--- config.mk ---
export PLATFORM = sky130hd
export DESIGN_NAME = tmcc_timer
export DESIGN_NICKNAME = d
export VERILOG_FILES = /design/src/hw/tmcc_pkg.sv /design/src/hw/tmcc_timer.sv /design/src/hw/tmcc_sync.sv
export VERILOG_INCLUDE_DIRS = /design/src /design/src/hw
export SDC_FILE = /design/constraint.sdc
export NUM_CORES = 1
export LEC_CHECK = 0
export BUFFER_PORTS_ARGS = -buffer_cell sky130_fd_sc_hd__buf_2
export CAP_MARGIN = 20
export CORE_ASPECT_RATIO = 0.8
export CORE_UTILIZATION = 30
export CTS_BUF_LIST = sky130_fd_sc_hd__clkbuf_8
export CTS_CLUSTER_SIZE = 24
export DETAILED_ROUTE_END_ITERATION = 16
export PLACE_DENSITY = 0.42
export SLEW_MARGIN = 10
export SYNTH_ARGS = -nofsm -noshare
export SYNTH_HDL_FRONTEND = slang
export SYNTH_SLANG_ARGS = --single-unit
--- constraint.sdc ---
create_clock -name core_clk -period 4.2 [get_ports core_clk]
set_clock_uncertainty 0.1 [all_clocks]
set_input_delay 0.21 -clock core_clk [delete_from_list [all_inputs] [get_ports core_clk]]
set_output_delay 0.21 -clock core_clk [all_outputs]
set_load 0.02 [all_outputs]
--- src/hw/tmcc_regs.svh ---
// Register offsets, field positions, reset values and rule summary for the compare/capture timer
// What this block does
// - With clear on match A at value N, count 0..N, period N + 1 counter clocks.
// - Output compare: flag sets to 1 when counter equals the general register.
// - Match event fires when the next counter clock moves the counter past the value.
// - Input capture: flag sets to 1 when a capture occurs.
// - A flag clears only after a read showing 1 and then a write of 0.
// - A counter clear in the write state wins and the counter write is lost.
// - A counter write coinciding with an increment stores the data; increment dropped.
// - Internal source: increment on rising edge of the selected divided clock.
// - Switching from a low to a high divided clock counts as a rising edge.
// - In module standby a pending interrupt stays asserted and cannot be cleared.
// - Initial output level bits set pin levels until the first compare match.
// - Control register write coinciding with a match wins; match output change lost.
// - Clear on match A resets the counter to zero and counting continues.
`ifndef TMCC_REGS_SVH
`define TMCC_REGS_SVH
`define TMCC_MODE_OFS    12'h000
`define TMCC_CTRL_OFS    12'h004
`define TMCC_IOSEL_OFS   12'h008
`define TMCC_STAT_OFS    12'h00C
`define TMCC_IMASK_OFS   12'h010
`define TMCC_COUNT_OFS   12'h014
`define TMCC_GEN_A_OFS   12'h018
`define TMCC_GEN_B_OFS   12'h01C
`define TMCC_GEN_C_OFS   12'h020
`define TMCC_GEN_D_OFS   12'h024
`define TMCC_GR_RST      16'hFFFF
`define TMCC_CTRL_RST    8'h00
`define TMCC_IOSEL_RST   16'h0000
`define TMCC_CTRL_CLR    7
`define TMCC_CTRL_CKS_LO 4
`define TMCC_MODE_RUN    0
`define TMCC_MODE_STBY   1
`define TMCC_STAT_OVF    4
`endif

--- src/hw/tmcc_pkg.sv ---
// Types shared by the compare/capture timer
package tmcc_pkg;
  // Clock source selected by the control register
  typedef enum logic [2:0] {
    TMCC_CK_DIV1, TMCC_CK_DIV2, TMCC_CK_DIV4, TMCC_CK_DIV8,
    TMCC_CK_EXT0, TMCC_CK_EXT1, TMCC_CK_EXT2, TMCC_CK_EXT3
  } tmcc_cks_t;
  // Per-channel function, two bits per channel in the io select register
  typedef enum logic [1:0] {
    TMCC_FN_OUT0, TMCC_FN_OUT1, TMCC_FN_TOGGLE, TMCC_FN_CAPTURE
  } tmcc_fn_t;
  // Capture edge, two further bits per channel
  typedef enum logic [1:0] {
    TMCC_EDGE_RISE, TMCC_EDGE_FALL, TMCC_EDGE_BOTH, TMCC_EDGE_NONE
  } tmcc_edge_t;
endpackage : tmcc_pkg

--- src/hw/tmcc_timer.sv ---
// APB compare/capture timer: counter, four general registers, flags and pin outputs
//
// Our own choices: the register addresses and the APB slave port.
`timescale 1ns/10ps
`include "tmcc_regs.svh"
module tmcc_timer (
  input  wire logic        core_clk,
  input  wire logic        rst,
  input  wire logic        psel,
  input  wire logic        penable,
  input  wire logic        pwrite,
  input  wire logic [11:0] paddr,
  input  wire logic [31:0] pwdata,
  output logic      [31:0] prdata,
  output logic             pready,
  output logic             pslverr,
  input  wire logic [3:0]  timer_io_in,
  output logic      [3:0]  timer_io_out,
  output logic      [3:0]  timer_io_oe,
  input  wire logic        ext_count_clk,
  output logic             irq
);
  import tmcc_pkg::*;

  // Control registers written by software
  logic [1:0]  mode_r, mode_nxt;        // bit0 run, bit1 module standby
  logic [7:0]  ctrl_r, ctrl_nxt;        // clear_on_match_a, clock select, initial levels
  logic [15:0] iosel_r, iosel_nxt;      // per channel: fn[1:0], edge[3:2]
  logic [4:0]  imask_r, imask_nxt;

  // Status flags and their read arming
  logic [4:0]  stat_r, stat_nxt;        // match_capture_flag_a..d, overflow
  logic [4:0]  armed_r, armed_nxt;      // flag read while 1

  // Counter and general registers
  logic [15:0] timer_count_r, timer_count_nxt;
  logic [15:0] gr_r [4];
  logic [15:0] gr_nxt [4];

  // Pin levels and clock-source state
  logic [3:0]  pin_r, pin_nxt;
  logic [2:0]  div_r, div_nxt;
  logic        selclk_prev_r, selclk_prev_nxt;
  logic [3:0]  eq_now;                  // Channels whose count equals the register

  // Synchronised pins
  logic [3:0] io_rise, io_fall;
  logic       ext_rise, ext_fall;
  genvar g;
  for (g = 0; g < 4; g++) begin : g_sync
    tmcc_sync u_sync (
      .core_clk (core_clk),
      .rst      (rst),
      .pin_in   (timer_io_in[g]),
      .level    (),
      .rise     (io_rise[g]),
      .fall     (io_fall[g])
    );
  end
  tmcc_sync u_sync_ext (
    .core_clk (core_clk),
    .rst      (rst),
    .pin_in   (ext_count_clk),
    .level    (),
    .rise     (ext_rise),
    .fall     (ext_fall)
  );

  // Channel function from the io select register
  function automatic tmcc_fn_t ch_fn(input logic [15:0] sel, input int ch);
    ch_fn = tmcc_fn_t'(sel[ch*4 +: 2]);
  endfunction : ch_fn

  // Register index decode
  function automatic logic is_ofs(input logic [11:0] a, input logic [11:0] ofs);
    is_ofs = (a == ofs);
  endfunction : is_ofs

  // Bus strobes: zero wait states
  logic wr_en, rd_en, addr_ok, wr_ok;
  assign pready  = 1'b1;
  assign wr_en   = psel & penable & pwrite;
  assign rd_en   = psel & penable & ~pwrite;
  assign addr_ok = (paddr[1:0] == 2'b00) && (paddr <= `TMCC_GEN_D_OFS);
  assign pslverr = psel & penable & ~addr_ok;
  assign wr_ok   = wr_en & ~mode_r[`TMCC_MODE_STBY]; // Standby passes only mode writes

  // Count tick from the selected clock source
  tmcc_cks_t cks;
  logic      selclk, tick, running;
  assign cks     = tmcc_cks_t'(ctrl_r[`TMCC_CTRL_CKS_LO +: 3]);
  assign running = mode_r[`TMCC_MODE_RUN] & ~mode_r[`TMCC_MODE_STBY];
  always_comb begin
    div_nxt         = running ? div_r + 3'd1 : div_r;
    selclk          = 1'b0;
    case (cks)
      TMCC_CK_DIV1: selclk = 1'b1;
      TMCC_CK_DIV2: selclk = div_r[0];
      TMCC_CK_DIV4: selclk = div_r[1];
      TMCC_CK_DIV8: selclk = div_r[2];
      default:      selclk = 1'b0;
    endcase
    selclk_prev_nxt = selclk;
    tick            = 1'b0;
    if (running) begin
      if (cks == TMCC_CK_DIV1)
        tick = 1'b1;
      else if (!cks[2])
        tick = selclk & ~selclk_prev_r;
      else if (cks == TMCC_CK_EXT0)
        tick = ext_rise;
      else if (cks == TMCC_CK_EXT1)
        tick = ext_fall;
      else
        tick = ext_rise | ext_fall;
    end
  end

  // Capture edges per channel
  logic [3:0] cap;
  always_comb begin
    for (int i = 0; i < 4; i++) begin
      case (tmcc_edge_t'(iosel_r[i*4+2 +: 2]))
        TMCC_EDGE_RISE: cap[i] = io_rise[i];
        TMCC_EDGE_FALL: cap[i] = io_fall[i];
        TMCC_EDGE_BOTH: cap[i] = io_rise[i] | io_fall[i];
        default:        cap[i] = 1'b0;
      endcase
      if (ch_fn(iosel_r, i) != TMCC_FN_CAPTURE || mode_r[`TMCC_MODE_STBY])
        cap[i] = 1'b0;
    end
  end

  // Compare match fires on the tick that leaves the matching value
  logic [3:0] match;
  logic       clr_a;
  always_comb begin
    for (int i = 0; i < 4; i++) begin
      eq_now[i]   = (timer_count_r == gr_r[i]);
      match[i]    = eq_now[i] & tick & (ch_fn(iosel_r, i) != TMCC_FN_CAPTURE);
    end
    clr_a = match[0] & ctrl_r[`TMCC_CTRL_CLR];
  end

  logic wr_count, wr_ctrl;
  assign wr_count = wr_ok & is_ofs(paddr, `TMCC_COUNT_OFS);
  assign wr_ctrl  = wr_ok & is_ofs(paddr, `TMCC_CTRL_OFS);

  // Counter: clear beats write, write beats increment
  logic ovf;
  always_comb begin
    timer_count_nxt = timer_count_r;
    ovf             = 1'b0;
    if (clr_a)
      timer_count_nxt = 16'h0000;
    else if (wr_count)
      timer_count_nxt = pwdata[15:0];
    else if (tick) begin
      timer_count_nxt = timer_count_r + 16'h0001;
      ovf             = (timer_count_r == 16'hFFFF);
    end
  end

  // Pins: initial levels until a match changes them; a control write wins
  always_comb begin
    pin_nxt = pin_r;
    if (wr_ctrl)
      pin_nxt = pwdata[3:0];
    else
      for (int i = 0; i < 4; i++)
        if (match[i])
          case (ch_fn(iosel_r, i))
            TMCC_FN_OUT0:   pin_nxt[i] = 1'b0;
            TMCC_FN_OUT1:   pin_nxt[i] = 1'b1;
            TMCC_FN_TOGGLE: pin_nxt[i] = ~pin_r[i];
            default:        pin_nxt[i] = pin_r[i];
          endcase
  end

  // Output enables: a channel drives its pin unless it captures
  always_comb begin
    for (int i = 0; i < 4; i++)
      timer_io_oe[i] = (ch_fn(iosel_r, i) != TMCC_FN_CAPTURE);
  end
  assign timer_io_out = pin_r;

  // Control and mask registers; the mode register stays writable in standby
  always_comb begin
    mode_nxt  = mode_r;
    ctrl_nxt  = ctrl_r;
    iosel_nxt = iosel_r;
    imask_nxt = imask_r;
    if (wr_en && is_ofs(paddr, `TMCC_MODE_OFS))
      mode_nxt = pwdata[1:0];
    if (wr_ok && is_ofs(paddr, `TMCC_CTRL_OFS))
      ctrl_nxt = pwdata[7:0];
    if (wr_ok && is_ofs(paddr, `TMCC_IOSEL_OFS))
      iosel_nxt = pwdata[15:0];
    if (wr_ok && is_ofs(paddr, `TMCC_IMASK_OFS))
      imask_nxt = pwdata[4:0];
  end

  // Control register group
  always_ff @(posedge core_clk) begin
    if (rst) begin
      mode_r  <= 2'b00;
      ctrl_r  <= `TMCC_CTRL_RST;
      iosel_r <= `TMCC_IOSEL_RST;
      imask_r <= 5'h00;
    end else begin
      mode_r  <= mode_nxt;
      ctrl_r  <= ctrl_nxt;
      iosel_r <= iosel_nxt;
      imask_r <= imask_nxt;
    end
  end

  // Status flags: a read arms set bits, a write of 0 clears an armed bit
  logic [4:0] ev;
  always_comb begin
    ev        = {ovf, cap | match};
    stat_nxt  = stat_r;
    armed_nxt = armed_r;
    if (rd_en && is_ofs(paddr, `TMCC_STAT_OFS))
      armed_nxt = armed_r | stat_r;
    if (wr_ok && is_ofs(paddr, `TMCC_STAT_OFS)) begin
      stat_nxt  = stat_r & ~(armed_r & ~pwdata[4:0]);
      armed_nxt = 5'h00;
    end
    stat_nxt = stat_nxt | ev;                     // Set wins over clear
  end

  // Status group
  always_ff @(posedge core_clk) begin
    if (rst) begin
      stat_r  <= 5'h00;
      armed_r <= 5'h00;
    end else begin
      stat_r  <= stat_nxt;
      armed_r <= armed_nxt;
    end
  end

  // General registers: a capture loads the count, a software write overrides
  always_comb begin
    for (int i = 0; i < 4; i++) begin
      gr_nxt[i] = gr_r[i];
      if (cap[i])
        gr_nxt[i] = timer_count_r;
      if (wr_ok && is_ofs(paddr, 12'(`TMCC_GEN_A_OFS + 4*i)))
        gr_nxt[i] = pwdata[15:0];
    end
  end

  // General register group
  always_ff @(posedge core_clk) begin
    for (int i = 0; i < 4; i++)
      if (rst)
        gr_r[i] <= `TMCC_GR_RST;
      else
        gr_r[i] <= gr_nxt[i];
  end

  // Counter register
  always_ff @(posedge core_clk) begin
    if (rst)
      timer_count_r <= 16'h0000;
    else
      timer_count_r <= timer_count_nxt;
  end

  // Pin level register
  always_ff @(posedge core_clk) begin
    if (rst)
      pin_r <= 4'h0;
    else
      pin_r <= pin_nxt;
  end

  // Divider and selected-clock history
  always_ff @(posedge core_clk) begin
    if (rst) begin
      div_r         <= 3'd0;
      selclk_prev_r <= 1'b0;
    end else begin
      div_r         <= div_nxt;
      selclk_prev_r <= selclk_prev_nxt;
    end
  end

  // Interrupt stays pending in standby since flag writes are ignored there
  assign irq = |(stat_r & imask_r);

  // Read data mux
  always_comb begin
    prdata = 32'h0000_0000;
    case (paddr)
      `TMCC_MODE_OFS:  prdata = {30'h0, mode_r};
      `TMCC_CTRL_OFS:  prdata = {24'h0, ctrl_r};
      `TMCC_IOSEL_OFS: prdata = {16'h0, iosel_r};
      `TMCC_STAT_OFS:  prdata = {27'h0, stat_r};
      `TMCC_IMASK_OFS: prdata = {27'h0, imask_r};
      `TMCC_COUNT_OFS: prdata = {16'h0, timer_count_r};
      `TMCC_GEN_A_OFS: prdata = {16'h0, gr_r[0]};
      `TMCC_GEN_B_OFS: prdata = {16'h0, gr_r[1]};
      `TMCC_GEN_C_OFS: prdata = {16'h0, gr_r[2]};
      `TMCC_GEN_D_OFS: prdata = {16'h0, gr_r[3]};
      default:         prdata = 32'h0000_0000;
    endcase
  end
endmodule : tmcc_timer

--- src/hw/tmcc_sync.sv ---
// Two-stage synchroniser with edge outputs for one timer pin
`timescale 1ns/10ps
module tmcc_sync (
  input  wire logic core_clk,
  input  wire logic rst,
  input  wire logic pin_in,
  output logic      level,
  output logic      rise,
  output logic      fall
);
  logic meta_r, sync_r, prev_r;
  logic meta_nxt, sync_nxt, prev_nxt;

  // Next values: first stage is read only by the second
  always_comb begin
    meta_nxt = pin_in;
    sync_nxt = meta_r;
    prev_nxt = sync_r;
  end

  // Stage registers
  always_ff @(posedge core_clk) begin
    if (rst) begin
      meta_r <= 1'b0;
      sync_r <= 1'b0;
      prev_r <= 1'b0;
    end else begin
      meta_r <= meta_nxt;
      sync_r <= sync_nxt;
      prev_r <= prev_nxt;
    end
  end

  assign level = sync_r;
  assign rise  = sync_r & ~prev_r;
  assign fall  = ~sync_r & prev_r;
endmodule : tmcc_sync

==> flow_summary.toml <==
[clock_network]
cts.clk_slew.worst_paths_ns = 0.09
cts.root.buffer_cell = "sky130_fd_sc_hd__clkbuf_8"
clockBufferDepth = 2
cts_num_sinks = 144
post_cts.resized_instances = 0
cts_buffers = 17
cts_max_level = 4
insertion_delay_ns = 0.49
tritoncts = "built"

[sta]
max_slew.worst_pin.slew_ns = 1.10
final_min_period_over_clock_period_pct = 71.4
finalMaxSlewViolations = 0
finalWorstSetupSlack_ns = 1.20
max_freq_mhz = 333
setup_viol = 0
timing.hold.ws_ns = 0.0259
fin_crit_ns = 3.00
grt_setup_unrepaired = "no"
relSlewSlack_pct = 26.4
hold_viol = 0
fin_setup_tns_ns = 0

[min_path]
min_delay_endpoint = "ctrl_r[0]"
hold_path_class = "input port to flop"
hold_startpoint = "pwdata[0]"
hold_path_depth = 3

[cells_and_area]
mostFrequentLayoutCell = "sky130_fd_sc_hd__nor2_1"
drive_gt1_share_pct = 18.8
fillerInstances = 3035
mostFrequentLayoutCells = "sky130_fd_sc_hd__nor2_1, sky130_fd_sc_hd__dfxtp_1, sky130_fd_sc_hd__nand2_1"
final_net_count = 1179
antenna-diode-count = 0
syn2layout_area_growth_pct = 14.1
fin_cells = 1480

[worst_setup_path]
criticalPathCategory = "flop to flop"
rrSetupSlack_ns = 1.20
crit-reg2reg-launch = "ctrl_r[5]"
crit_path_arrival_time_ns = 3.24
endpoint_kind = "flop"
startpoint_type = "flop"
timing.critical_path.fanout_max = 17
worst_r2r_end = "stat_r[4]"
timing.critical_path.required_ns = 4.44
reg2reg_depth = 6

[floorplanning]
die_x_um = 191
initial_core_util_pct = 30.5
die-height_um = 153
num_rows = 55
placeableCoreArea_sq_um = 28200
die_area_sq_um = 29400
io_pins = 97

[pwr]
pwr_density_cell_nw_per_um2 = 269
swShare_pct = 28.1
max-vdd-ir-drop_v = 0.000179
net-switching-power_uw = 742
internal_power_consumption_uw = 1900
share_comb_of_total_power_pct = 5.9
power.share.clock_pct = 42.2
seq_power_share_pct = 51.9
total_leakage_power_uw = 0.00375

[logic_synthesis]
sequential_share_of_the_synthesized_area_pct = 33.5
netlist.top_cell.by_area = "sky130_fd_sc_hd__dfxtp_1"
synth.top_cell.area_share_pct = 33.5
ys.flop_type = "sky130_fd_sc_hd__dfxtp_1"
syn-cell-area_sq_um = 8610
async_flop_share_pct = 0
synth_edf_count = 0
synth_area_per_cell_sq_um = 8.23
synth_top_family_by_area = "simple AND/OR/NAND/NOR gates"
synth_area_in_compound_gates_pct = 14.2
synth_area_leaders = "sky130_fd_sc_hd__dfxtp_1, sky130_fd_sc_hd__mux2_2, sky130_fd_sc_hd__nor2_1, sky130_fd_sc_hd__xnor2_1, sky130_fd_sc_hd__mux2i_1"
ys_types = 56
post_synth_inst_count = 1046
synthXorXnorAreaFrac_pct = 8.14
synth_warnings = 0
synth.mux.area_fraction_pct = 13.3
yosys.area_share.adder_pct = 4.07
fraction_of_the_mapped_netlist_area_in_simple_logic_gates_pct = 20.5
ys_ff_latch = 144

[status]
run_status = "complete, no violations"

[detailed_routing]
drt-initial-drc-count = 690
number_of_antenna_violating_nets_in_the_routed_design = 0
post_drt_via_cell_ratio = 5.12
post_drt_wl_per_cell_um = 21.1
finalWirelength_mm = 31.2
route.detailed.drc = 0
drt_first_pass_iters = 5
dr_total_vias = 7574

[placed_design]
place.detailed.instances = 1431
final_weighted_congestion_in_routability_driven_placement = 0.903
dp_hpwl_mm = 22.4
numPortBuffers = 63
dpl_worst_slack_ns = 1.25

[global_routing]
antenna_violations_before_repair = 0
largest_net_degree_at_the_start_of_global_routing = 39
overflow = 0
grt_first_pass_wirelength_mm = 46.9
grt_use_total_pct = 21.6
first_global_vias = 7196

[job]
cap_viol_max_count = 0
-- what timing repair did --
action,CTS,global route
hold buffers,17,0
hold endpoints to repair,50,0
buffers inserted,0,0
-- sequential cells by signal, indices dropped and copies added, names as in the netlist, 5 cells and up --
register,cells
imask_r,5
gr_r,64
timer_count_r,16
ctrl_r,8
iosel_r,16
armed_r,5
stat_r,5
-- critical path, cell delays in order (launching register included) --
cell                       delay [ns]
sky130_fd_sc_hd__dfxtp_1         0.49
sky130_fd_sc_hd__mux2i_1         0.15
sky130_fd_sc_hd__a2111o_1        0.48
sky130_fd_sc_hd__a311oi_4        0.66
sky130_fd_sc_hd__nand4_4         0.24
sky130_fd_sc_hd__o21ai_4         0.59
sky130_fd_sc_hd__o41ai_2         0.14
-- through the flow --
stage | area (sq um) | util, % | power [uW]
after global placement | 9250 | 32.8 | 1550
after global routing | 9820 | 34.8 | 2740
after floorplan | 8660 | - | 1490
final | 9820 | 34.8 | 2650
after CTS | 9820 | 34.8 | 2670
after detailed placement | 9270 | 32.8 | 1550
-- how the worst max path moves through the flow --
stage | from | end | slack [ns] | depth (start not counted)
5_1_grt | ctrl_r[5] | timer_count_r[9] | 1.07 | 6
3_3_place_gp | ctrl_r[5] | stat_r[4] | 1.22 | 6
6_report | ctrl_r[5] | stat_r[4] | 1.20 | 6
3_5_place_dp | ctrl_r[5] | stat_r[4] | 1.25 | 6
2_1_floorplan | paddr[1] | prdata[0] | 1.82 | 6
4_1_cts | ctrl_r[5] | stat_r[4] | 1.21 | 6
-- area by class of cell --
type	count	area, sq um	area share (%)
Sequential cell	144	2880	29.4
Tap cell	370	463	4.71
Timing Repair Buffer	106	688	7.01
Inverter	32	120	1.22
Clock inverter	14	134	1.36
Multi-Input combinational cell	796	5280	53.8
Clock buffer	18	248	2.52
-- power by group through the flow --
stage	Sequential, uW	Clock (uW)	Combinational, uW
final	1370	1120	157
after global routing	1370	1200	167
after CTS	1370	1140	156
after detailed placement	1400	0	143
after global placement	1400	0	144
after floorplan	1400	0	90.6
-- logic make-up (layout without fill, tap and decap cells) --
family                   count (synthesis)  after routing
AND/OR/NAND/NOR                        379            379
AO/OA/AOI/OAI                          187            187
flip-flops                             144            144
buffers and inverters                  121            170
multiplexers                           105            105
XOR/XNOR                                80             80
adder cells (fa/ha/maj)                 28             28
other                                    2             17
-- layer usage --
layer	GRT usage (%)	wire length, um
met1	33.1	16000
met2	31.3	13100
met3	3.22	1680
met4	4.84	304
met5	0	0
-- cell usage after synthesis (14+ instances only) --
library cell / count
sky130_fd_sc_hd__o21ai_0: 59
sky130_fd_sc_hd__dfxtp_1: 144
sky130_fd_sc_hd__a22oi_1: 31
sky130_fd_sc_hd__xor2_1: 14
sky130_fd_sc_hd__mux2i_1: 40
sky130_fd_sc_hd__mux2_2: 64
sky130_fd_sc_hd__ha_1: 28
sky130_fd_sc_hd__a21oi_1: 42
sky130_fd_sc_hd__nand3_1: 27
sky130_fd_sc_hd__clkbuf_1: 61
sky130_fd_sc_hd__inv_1: 32
sky130_fd_sc_hd__buf_4: 17
sky130_fd_sc_hd__nor2_1: 161
sky130_fd_sc_hd__nor2b_1: 17
sky130_fd_sc_hd__nand2_1: 85
sky130_fd_sc_hd__xnor2_1: 66
sky130_fd_sc_hd__nand4_1: 26
(Power assumes the default switching activity.)
